<file path="src/core/lrdc_regs.svh">
// Constants for the lane receiver detect control block
`ifndef LRDC_REGS_SVH
`define LRDC_REGS_SVH
`define LRDC_CLK_HZ         200000000
`define LRDC_POLL_MS        12
`define LRDC_WINDOW_MS      600
`define LRDC_POLL_CYCLES    ((`LRDC_CLK_HZ / 1000) * `LRDC_POLL_MS)
`define LRDC_WINDOW_POLLS   (`LRDC_WINDOW_MS / `LRDC_POLL_MS)
`define LRDC_PD_MIN_US      5
`define LRDC_PD_MIN_CYCLES  ((`LRDC_CLK_HZ / 1000000) * `LRDC_PD_MIN_US)
`endif

</file>
<file path="src/core/lrdc_pkg.sv">
// Types for the lane receiver detect control block
package lrdc_pkg;
    typedef enum logic [4:0] {
        LRDC_POWERDOWN  = 5'h01,
        LRDC_AUTO_SCAN  = 5'h02,
        LRDC_AUTO_STOP  = 5'h04,
        LRDC_MANUAL_OFF = 5'h08,
        LRDC_MANUAL_ON  = 5'h10
    } lrdc_mode_type;
endpackage : lrdc_pkg

</file>
<file path="src/core/lrdc_lane.sv">
// One lane: latches its own detection result and drives termination and output enable
`timescale 1ns/1ps
`default_nettype none
module lrdc_lane (
    input  wire logic clk,
    input  wire logic nrst,
    input  wire logic restart,
    input  wire logic probe,
    input  wire logic sense_p,
    input  wire logic sense_n,
    input  wire logic auto_mode,
    input  wire logic manual_on,
    input  wire logic power_down,
    output logic      detected,
    output logic      term_enable,
    output logic      output_active
);
    logic next_detected;
    wire  both_loaded = sense_p & sense_n;

    // Both halves must see a valid load, else stays high impedance
    assign next_detected = restart ? 1'b0 : (detected | (probe & both_loaded));

    // Power down overrides, manual follows pin, auto follows result
    function automatic logic lane_on(
        input logic pd,
        input logic auto_sel,
        input logic found,
        input logic pin_on
    );
        return !pd && (auto_sel ? found : pin_on);
    endfunction : lane_on

    always_ff @(posedge clk or negedge nrst) begin
        if (!nrst) begin
            detected      <= 1'b0;
            term_enable   <= 1'b0;
            output_active <= 1'b0;
        end else begin
            detected      <= next_detected;
            term_enable   <= lane_on(power_down, auto_mode, next_detected, manual_on);
            output_active <= lane_on(power_down, auto_mode, next_detected, manual_on);
        end
    end

    property p_probe_needs_both;
        @(posedge clk) disable iff (!nrst)
        (probe && !restart && !(sense_p && sense_n) && !detected) |=> !detected;
    endproperty
    a_probe_needs_both: assert property (p_probe_needs_both)
        else $error("detection without both halves loaded");
    property p_term_off_in_pd;
        @(posedge clk) disable iff (!nrst)
        power_down |=> !term_enable && !output_active;
    endproperty
    a_term_off_in_pd: assert property (p_term_off_in_pd)
        else $error("termination on during power down");
endmodule : lrdc_lane
`default_nettype wire

</file>
<file path="src/core/lrdc_top.sv">
// Receiver detect and termination control for all lanes
`timescale 1ns/1ps
`default_nettype none
`include "lrdc_regs.svh"
// How it works
// - Presence and manual select both low gives automatic detection; manual select high hands termination to the control pin.
// - Automatic mode with control pin low probes every 12 ms until every lane has found a receiver.
// - Automatic mode with control pin high probes at the same rate only for a 600 ms window, then stops.
// - In automatic mode termination stays high impedance until detection, then goes to 50 ohm.
// - A rising edge on the control pin in windowed mode restarts the window.
// - Manual mode with control pin low disables detection, keeps termination off and outputs idle.
// - Manual mode with control pin high disables detection, turns termination on and outputs active.
// - A falling edge on presence resets detection and starts a new sequence.
// - A receiver counts only when both halves of the pair see a valid load.
// - Each lane is enabled from its own detection result.
module lrdc_top #(
    parameter int LANES       = 4,
    parameter int POLL_CYCLES = `LRDC_POLL_CYCLES,
    parameter int WIN_POLLS   = `LRDC_WINDOW_POLLS
) (
    input  wire logic             clk,
    input  wire logic             nrst,
    input  wire logic             card_present_n,
    input  wire logic             manual_termination_select,
    input  wire logic             termination_detect_control,
    input  wire logic [LANES-1:0] far_receiver_sensing_p,
    input  wire logic [LANES-1:0] far_receiver_sensing_n,
    output logic      [LANES-1:0] lane_detected,
    output logic      [LANES-1:0] input_termination_50,
    output logic      [LANES-1:0] output_active,
    output logic                  power_saving,
    output logic                  probe_strobe,
    output logic                  window_expired
);
    // ****************************************
    // Pin history and mode decode
    // ****************************************
    logic present_q;
    logic ctrl_q;
    logic [31:0] poll_cnt;
    logic [15:0] win_cnt;
    logic [15:0] win_probes;
    lrdc_pkg::lrdc_mode_type mode;

    wire power_down   = card_present_n;
    wire auto_mode    = !card_present_n && !manual_termination_select;
    wire manual_on    = termination_detect_control;
    wire reinit       = present_q && !card_present_n;
    wire ctrl_rise    = !ctrl_q && termination_detect_control;
    wire win_restart  = auto_mode && termination_detect_control && ctrl_rise;
    wire restart      = reinit || !auto_mode;
    wire cnt_clear    = restart || win_restart;
    wire all_found    = &lane_detected;
    wire win_done     = termination_detect_control && (win_cnt >= 16'(WIN_POLLS));
    wire poll_tick    = (poll_cnt == 32'(POLL_CYCLES - 1));
    wire probe_fire   = auto_mode && !cnt_clear && poll_tick && !win_done && !all_found;

    assign mode = power_down ? lrdc_pkg::LRDC_POWERDOWN :
                  !auto_mode ? (manual_on ? lrdc_pkg::LRDC_MANUAL_ON
                                          : lrdc_pkg::LRDC_MANUAL_OFF) :
                  win_done   ? lrdc_pkg::LRDC_AUTO_STOP : lrdc_pkg::LRDC_AUTO_SCAN;
    assign power_saving   = (mode == lrdc_pkg::LRDC_POWERDOWN);
    assign window_expired = (mode == lrdc_pkg::LRDC_AUTO_STOP);

    // ****************************************
    // Timebase counters
    // ****************************************
    always_ff @(posedge clk or negedge nrst) begin
        if (!nrst) begin
            // High, so a low pin at release counts as a fall
            present_q    <= 1'b1;
            ctrl_q       <= 1'b0;
            poll_cnt     <= 32'h0;
            win_cnt      <= 16'h0;
            probe_strobe <= 1'b0;
        end else begin
            present_q    <= card_present_n;
            ctrl_q       <= termination_detect_control;
            probe_strobe <= probe_fire;
            if (cnt_clear) begin
                poll_cnt <= 32'h0;
                win_cnt  <= 16'h0;
            end else if (poll_tick) begin
                poll_cnt <= 32'h0;
                // With control pin high, saturates at the window end until a restart; with it low, keeps counting
                if (!win_done)
                    win_cnt <= win_cnt + 16'h1;
            end else begin
                poll_cnt <= poll_cnt + 32'h1;
            end
        end
    end

    // ****************************************
    // Per-lane detection, each lane on its own
    // ****************************************
    genvar gi;
    generate
        for (gi = 0; gi < LANES; gi++) begin : g_lane
            lrdc_lane u_lane (
                .clk           (clk),
                .nrst          (nrst),
                .restart       (restart),
                .probe         (probe_fire),
                .sense_p       (far_receiver_sensing_p[gi]),
                .sense_n       (far_receiver_sensing_n[gi]),
                .auto_mode     (auto_mode),
                .manual_on     (manual_on),
                .power_down    (power_down),
                .detected      (lane_detected[gi]),
                .term_enable   (input_termination_50[gi]),
                .output_active (output_active[gi])
            );
        end
    endgenerate

    // ****************************************
    // Window probe budget, checker side only
    // ****************************************
    // Counted apart from win_cnt, so a miscount there shows up
    always_ff @(posedge clk or negedge nrst) begin
        if (!nrst) begin
            win_probes <= 16'h0;
        end else if (cnt_clear) begin
            win_probes <= 16'h0;
        end else if (probe_fire && termination_detect_control) begin
            win_probes <= win_probes + 16'h1;
        end
    end

    // ****************************************
    // Checks
    // ****************************************
    property p_no_probe_manual;
        @(posedge clk) disable iff (!nrst) !auto_mode |=> !probe_strobe && lane_detected == '0;
    endproperty
    a_no_probe_manual: assert property (p_no_probe_manual)
        else $error("probe outside automatic mode");
    property p_manual_on;
        @(posedge clk) disable iff (!nrst)
        (!card_present_n && manual_termination_select && termination_detect_control)
        |=> &input_termination_50;
    endproperty
    a_manual_on: assert property (p_manual_on)
        else $error("manual on did not enable termination");
    property p_manual_off;
        @(posedge clk) disable iff (!nrst)
        (!card_present_n && manual_termination_select && !termination_detect_control)
        |=> !(|output_active);
    endproperty
    a_manual_off: assert property (p_manual_off)
        else $error("manual off left outputs active");
    property p_window_stops;
        @(posedge clk) disable iff (!nrst) window_expired |-> !probe_fire;
    endproperty
    a_window_stops: assert property (p_window_stops)
        else $error("probe after window expired");
    property p_reinit_clears;
        @(posedge clk) disable iff (!nrst) reinit |=> lane_detected == '0 && poll_cnt == 32'h0;
    endproperty
    a_reinit_clears: assert property (p_reinit_clears)
        else $error("presence fall did not reset detection");
    property p_probe_spacing;
        @(posedge clk) disable iff (!nrst) probe_fire |=> !probe_fire [*8];
    endproperty
    a_probe_spacing: assert property (p_probe_spacing)
        else $error("probes too close together");
    property p_restart_window;
        @(posedge clk) disable iff (!nrst) win_restart |=> win_cnt == 16'h0;
    endproperty
    a_restart_window: assert property (p_restart_window)
        else $error("window not restarted");
    property p_pd_outputs;
        @(posedge clk) disable iff (!nrst)
        card_present_n |-> power_saving ##1 (output_active == '0 && input_termination_50 == '0);
    endproperty
    a_pd_outputs: assert property (p_pd_outputs)
        else $error("power down not applied");
    property p_window_budget;
        @(posedge clk) disable iff (!nrst) win_probes <= 16'(WIN_POLLS);
    endproperty
    a_window_budget: assert property (p_window_budget)
        else $error("too many probes in one window");
    property p_counters_clear;
        @(posedge clk) disable iff (!nrst)
        cnt_clear |=> poll_cnt == 32'h0 && win_cnt == 16'h0 && win_probes == 16'h0;
    endproperty
    a_counters_clear: assert property (p_counters_clear)
        else $error("counters not cleared");
    // Per-lane view: termination follows only that lane's own result
    for (gi = 0; gi < LANES; gi++) begin : g_lane_chk
        property p_lane_waits;
            @(posedge clk) disable iff (!nrst)
            (auto_mode && !lane_detected[gi] && !probe_fire) |=> !input_termination_50[gi];
        endproperty
        a_lane_waits: assert property (p_lane_waits)
            else $error("termination on before detection");
        property p_lane_found;
            @(posedge clk) disable iff (!nrst)
            (probe_fire && far_receiver_sensing_p[gi] && far_receiver_sensing_n[gi])
            |=> lane_detected[gi] && input_termination_50[gi];
        endproperty
        a_lane_found: assert property (p_lane_found)
            else $error("loaded lane not enabled after probe");
        property p_lane_unloaded;
            @(posedge clk) disable iff (!nrst)
            (auto_mode && !lane_detected[gi] && !far_receiver_sensing_p[gi])
            |=> !lane_detected[gi];
        endproperty
        a_lane_unloaded: assert property (p_lane_unloaded)
            else $error("half-loaded lane reported as found");
    end
    c_manual:   cover property (@(posedge clk) disable iff (!nrst) mode == lrdc_pkg::LRDC_MANUAL_ON);
    c_probe:    cover property (@(posedge clk) disable iff (!nrst) probe_fire);
    c_found:    cover property (@(posedge clk) disable iff (!nrst) |lane_detected);
    c_expired:  cover property (@(posedge clk) disable iff (!nrst) window_expired);
    c_restart:  cover property (@(posedge clk) disable iff (!nrst) win_restart);
endmodule : lrdc_top
`default_nettype wire

</file>
<file path="config.mk">
export PLATFORM = sky130hd
export DESIGN_NAME = lrdc_top
export DESIGN_NICKNAME = d
export VERILOG_FILES = /design/src/core/lrdc_pkg.sv /design/src/core/lrdc_lane.sv /design/src/core/lrdc_top.sv
export VERILOG_INCLUDE_DIRS = /design/src /design/src/core
export SDC_FILE = /design/constraint.sdc
export NUM_CORES = 1
export LEC_CHECK = 0
export ABC_AREA = 0
export BUFFER_PORTS_ARGS = -buffer_cell sky130_fd_sc_hd__buf_2
export CAP_MARGIN = 15
export CORE_MARGIN = 4
export CORE_UTILIZATION = 30
export DETAILED_ROUTE_END_ITERATION = 12
export PLACE_DENSITY = 0.5
export RECOVER_POWER = 50
export SLEW_MARGIN = 15
export SYNTH_ARGS = -nofsm -noshare
export SYNTH_HDL_FRONTEND = slang
export SYNTH_SLANG_ARGS = --single-unit
</file>
<file path="constraint.sdc">
create_clock -name clk -period 2.55 [get_ports clk]
set_input_delay 0.6375 -clock clk [delete_from_list [all_inputs] [get_ports clk]]
set_output_delay 0.6375 -clock clk [all_outputs]
set_load 0.005 [all_outputs]
</file>
==> reports/results.txt, run 1 <==
Final clock period utilization by the worst path: 0.969
Die area: 0.0119 mm2
Area grow syn2layout: 16.4%
Average wire per standard cell: 14.1 um
GRT Overall Usage: 0.123
Initial antenna violation count: 0
Worst setup path endpoint: window_expired
Final Hold Vio Count: 0
Worst hold slack: 0.482 ns
Crit Path Class: flop to output pin
Yosys cell types: 41
Clock tree buffer depth: 2
IO Port Bufs: 27
Net switching power: 0.419 mW
H-tree Lvls: 3
Synth Register Bits: 59
Core Area: 0.00986 mm2
CTS tree: done
DR DRC count: 0
Clk Latency, worst-skew pair: 0.34 ns
Outcome: finished, final reports clean
Total I/O pin count: 28
Hold WC Path Type: primary input to flop
Crit. End Element: output pin
Switching Fraction: 0.204
Clock share of power: 0.511
Max IR drop VDD: 0.301 mV
Comb pwr share: 0.029
TNS Setup: 0 ns
Minimum clock period: 2.47 ns
Dpl cells: 455
Post-synth EDFFs: 0
Total grt overflow: 0
Post-synth ARST share: 1.00
CP Launch Type: flop
Max-Cap Viols: 0
Post-synthesis sequential area ratio: 0.483
Delay of the slowest cell on the worst path: 0.42 ns
Pre-CTS setup slack: 0.317 ns
Syn Area/Cell: 9.74 um2
First-pass GRT wire length: 11,600 um
Fin. max-slew vios: 0
Via-to-Cell Ratio: 5.02
Arrival time worst endpoint: 1.83 ns
Most frequent cells in the layout: dfrtp_1 (57), nor2_1 (43), nand2_1 (24)
Final #Nets: 354
Clock transition at path regs: 0.06 ns
Critical Path, Cell by Cell: ha_2 -> nor4_4 -> o2111ai_2 -> and2_4 -> nor3b_1 -> buf_2
RR Startpoint: poll_cnt[0]
Critical path peak fanout: 4
Worst-Margin Slew: 1.46 ns
Die X-Extent: 109 um
Leakage: 1.47 nW
Drt pass-1 iters: 4
Crit path launch: win_cnt[1]
DP Wirelength: 4370 um
Vias post-DR: 2,390
Mapped Area: 0.00306 mm2
Commonest non-fill, non-tap cell in the layout: dfrtp_1
Post-Layout Cell Count: 476
DRT iter0 DRCs: 126
Die Ht: 109 um
Pwr dens: 576 mW/mm2
ANT cells: 0
Finish-stage setup viols: 0
Number of buffers created by CTS: 9
Register share of total power: 0.460
Fin Clk Skew: 0.0115 ns
Sinks on Clock Net: 59
Worst Reg2Reg Path Length in Cells: 6
Critical Path RT: 1.91 ns
Antenna Nets Post-Route: 0
Synth warn: 0
Most used DFF post-synth: dfrtp_1
Reg2reg end: win_cnt[5]
Initial cell density of the core: 0.310
Final setup margin: 0.0783 ns
Rel. slew slack: 0.0292
Synth Net Count: 330
WL final: 6700 um
R2R Setup Slk: 0.34 ns
Vias in the first global route: 2,344
Share of cells above drive strength 1: 0.198
FP Rows: 36
Cells after Synth: 314
RSZ-0062 raised after global routing: no
Slowest CP cell: dfrtp_2
Fmax: 0.405 GHz
Root Driver: clkbuf_8
Post-layout util: 0.361
Int Pwr: 1.63 mW
Global placer's final weighted congestion: 0.728
Largest net degree at the start of global routing: 60
[flip-flops by register name (all words and copies together) (netlist names)]
| register | cells |
|---|---|
| poll_cnt | 32 |
| win_cnt | 16 |
| g_lane.u_lane.detected | 4 |
| g_lane.u_lane.term_enable | 4 |
| ctrl_q | 1 |
| present_q | 1 |
| probe_strobe | 1 |
[per-layer routing]
| metal | global-route usage | wire length [um] |
|---|---|---|
| met1 | 0.166 | 3230 |
| met2 | 0.193 | 3100 |
| met3 | 0.0272 | 281 |
| met4 | 0.0460 | 82 |
| met5 | 0 | 0 |
[worst min-delay path by stage]
stage,from,end,slack (ns),cells past startpoint
after floorplan,nrst,ctrl_q,0.34,0
after global routing,card_present_n,present_q,0.49,1
final,card_present_n,present_q,0.48,1
after detailed placement,poll_cnt[0],poll_cnt[0],0.49,1
after CTS,nrst,win_cnt[9],0.30,2
after global placement,poll_cnt[0],poll_cnt[0],0.46,1
[metrics by stage]
step	power (mW)	area, um2
global route	2.13	3560
floorplan	0.986	3060
finish	2.05	3560
global placement	1.03	3270
detailed placement	1.03	3270
CTS	2.08	3520
[power by group through the flow]
stage | combinational (mW) | clock, mW | sequential [mW]
final | 0.0591 | 1.05 | 0.943
after floorplan | 0.0250 | 0 | 0.961
after detailed placement | 0.0658 | 0 | 0.961
after global placement | 0.0669 | 0 | 0.961
after CTS | 0.0659 | 1.07 | 0.943
after global routing | 0.0693 | 1.12 | 0.943
[cell families (layout without fill, tap and decap cells)]
family	Yosys count	in the layout	share of synthesized area
simple gates	151	151	0.271
xor+xnor	28	28	0.0802
fa+ha+maj	3	3	0.0123
mux	3	3	0.00982
flops	59	59	0.483
compound gates	41	41	0.0867
buf+inv	29	58	0.0569
[cells in the mapped netlist, drive strengths merged (3+ instances only)]
cell    count  area share
or3         4      0.0082
inv         3      0.0037
o21ai       4      0.0065
mux2i       3      0.0098
and4       10       0.029
clkbuf      7      0.0086
buf        19       0.045
and3        6       0.012
a21oi      18       0.031
nand2b      3      0.0061
nor4        8       0.021
or4         9       0.022
xor2       22       0.063
dfrtp      58        0.47
nand2      24       0.029
o31ai       9       0.022
ha          3       0.012
a41oi       4       0.011
nand3      19       0.031
nand4      17       0.035
nor2       43       0.053
xnor2       6       0.017
[worst max-delay path, delay by kind of cell (launching register included)]
kind / cells / cell delay (ns)
DFF: 1 / 0.42
and+or+nand+nor: 3 / 0.60
AOI/OAI and AO/OA: 1 / 0.15
buffers and inverters: 1 / 0.14
adders and majority gates: 1 / 0.19
[final cells by class]
cell class / count / area (um2)
tap: 133 / 166
fill: 981 / 6310
clock inverter: 5 / 100
sequential: 59 / 1480
timing repair buffer: 39 / 218
clock buffer: 11 / 141
inverter: 3 / 11.3
multi-input combinational: 226 / 1440
[timing repair]
action | CTS | global route
cloned | 0 | 0
gates resized for setup | 1 | 6
pin swaps | 0 | 3
hold buffers | 0 | 0
endpoints found under the setup margin | 1 | 1
buffers inserted | 1 | 4
Power figures use the tool's default switching activity.
==> run 2, diff against run 1 <==
==> constraint.sdc (replaced) <==
create_clock -name clk -period 2.55 [get_ports clk]
set_input_delay 0.51 -clock clk [delete_from_list [all_inputs] [get_ports clk]]
set_output_delay 0.51 -clock clk [all_outputs]
set_load 0.005 [all_outputs]
==> run 2 against run 1 <==
Clock power barely moved. Worst setup slack better by 0.068 ns. Global-route usage down 0.45 points. First-iteration DRC count down 16%. Register-to-register slack better by 0.04 ns. Die area is the same. Sequential cell count unchanged.
==> reports/results.txt, run 2 (synthesis gave the netlist of run 1 again) <==
Crit Path Class: flop to output pin
Vias post-DR: 2,385
Cts hold-fix bufs: 0
Top reg by flops: poll_cnt
Max-Cap Viols: 0
Via-to-Cell Ratio: 5.05
Final #Nets: 350
Hold WC Path Type: primary input to flop
Routed wl met3: 309 um
DP Wirelength: 4480 um
Antenna Nets Post-Route: 0
Commonest non-fill, non-tap cell in the layout: dfrtp_1
Global placer's final weighted congestion: 0.762
DR DRC count: 0
Critical Path, Cell by Cell: inv_1 -> ha_1 -> nor4_2 -> o2111ai_1 -> and2_4 -> nor3b_2 -> buf_2
DRT met1 WL: 3120 um
Die area: 0.0119 mm2
RSZ-0062 raised after global routing: no
Most frequent cells in the layout: dfrtp_1 (58), nor2_1 (43), nand2_1 (24), buf_2 (24), xor2_1 (22)
Die X-Extent: 109 um
Clock tree buffer depth: 2
Rel. slew slack: 0.212
Minimum clock period: 2.40 ns
Outcome: finished, final reports clean
Top Registers: poll_cnt x32, win_cnt x16
First-pass GRT wire length: 11,100 um
Worst Reg2Reg Path Length in Cells: 6
PnR Total Power: 2.06 mW
Int Pwr: 1.63 mW
Final clock period utilization by the worst path: 0.943
Worst-Margin Slew: 1.18 ns
Number of buffers created by CTS: 9
ANT cells: 0
Comb pwr share: 0.028
Average wire per standard cell: 13.9 um
Share of cells above drive strength 1: 0.186
TNS Setup: 0 ns
Drt pass-1 iters: 5
Max IR drop VDD: 0.219 mV
Largest net degree at the start of global routing: 39
Finish-stage setup viols: 0
Vias in the first global route: 2,303
Cell Area, Placed: 0.00327 mm2
Crit. End Element: output pin
Fin. max-slew vios: 0
Final Hold Vio Count: 0
Top Layer Used: met4
Met2 routed WL: 3050 um
Clock transition at path regs: 0.07 ns
Critical path peak fanout: 7
Fmax: 0.416 GHz
WL final: 6560 um
Total grt overflow: 0
Pwr dens: 586 mW/mm2
GRT Overall Usage: 0.119
Delay of the slowest cell on the worst path: 0.41 ns
Switching Fraction: 0.208
Fillers: 999
DRT iter0 DRCs: 106
Sinks on Clock Net: 59
Fin Clk Skew: 0.0107 ns
Leakage: 1.44 nW
Max FFs per register: 32
Total I/O pin count: 28
Core Area: 0.00986 mm2
Die Ht: 109 um
Slowest CP cell: dfrtp_1
Net switching power: 0.429 mW
Root Driver: clkbuf_8
Arrival time worst endpoint: 1.89 ns
Critical Path RT: 2.04 ns
FP Rows: 36
H-tree Lvls: 3
CP Launch Type: flop
Initial cell density of the core: 0.310
Register share of total power: 0.457
Clock share of power: 0.514
Clk Latency, worst-skew pair: 0.34 ns
IO Port Bufs: 27
Area grow syn2layout: 15.0%
Hold path depth: 1
CTS tree: done
Initial antenna violation count: 0
Final Cell Area: 0.00352 mm2
-- run 2: metrics by stage --
stage | cells | worst slack (ns) | utilization | hold slack [ns]
2_1_floorplan | 314 | 0.272 | - | 0.214
3_3_place_gp | 455 | 0.218 | 0.331 | 0.472
3_5_place_dp | 455 | 0.255 | 0.331 | 0.483
4_1_cts | 471 | 0.00823 | 0.357 | 0.142
5_1_grt | 472 | 0.0262 | 0.357 | 0.294
6_report | 472 | 0.147 | 0.357 | 0.318
-- run 2: cell type report --
cell class                      instances  area (um2)  share of cell area
Sequential cell                        59        1480               0.420
Multi-Input combinational cell        226        1420               0.405
Timing Repair Buffer                   35         189              0.0537
Tap cell                              133         166              0.0473
Clock buffer                           10         138              0.0391
Clock inverter                          6         111              0.0317
Inverter                                3        11.3             0.00320
-- run 2: final timing paths --
check / startpoint / end / slack, ns
worst max-delay path: win_cnt[0] / window_expired / 0.15
worst min-delay path: card_present_n / present_q / 0.32
worst max register to register: poll_cnt[0] / win_cnt[15] / 0.38
worst min register to register: poll_cnt[0] / poll_cnt[0] / 0.49
max in group asynchronous: nrst / poll_cnt[31] / 0.61
min in group asynchronous: nrst / win_cnt[15] / 0.39
-- run 2: critical path: cells and delay by family (launching register included) --
family,cells,cell delay (ns)
adders and majority gates,1,0.20
buffers and inverters,2,0.18
DFF,1,0.41
and+or+nand+nor,3,0.55
AOI/OAI and AO/OA,1,0.20
-- run 2: per-layer routing --
layer,vias up,track usage
li1,1162,-
met1,1164,0.152
met2,50,0.193
met3,9,0.0320
met4,0,0.0415
met5,-,0
-- run 2: power by group through the flow --
stage	Sequential [mW]	Combinational [mW]	Clock [mW]
finish	0.943	0.0587	1.06
CTS	0.942	0.0656	1.10
detailed placement	0.961	0.0656	0
floorplan	0.961	0.0250	0
global route	0.943	0.0679	1.14
global placement	0.960	0.0657	0
-- run 2: repair_timing --
item	4_1_cts	5_1_grt
resized for setup	1	3
cloned	0	0
endpoints found under the setup margin	1	1
setup buffers	0	1
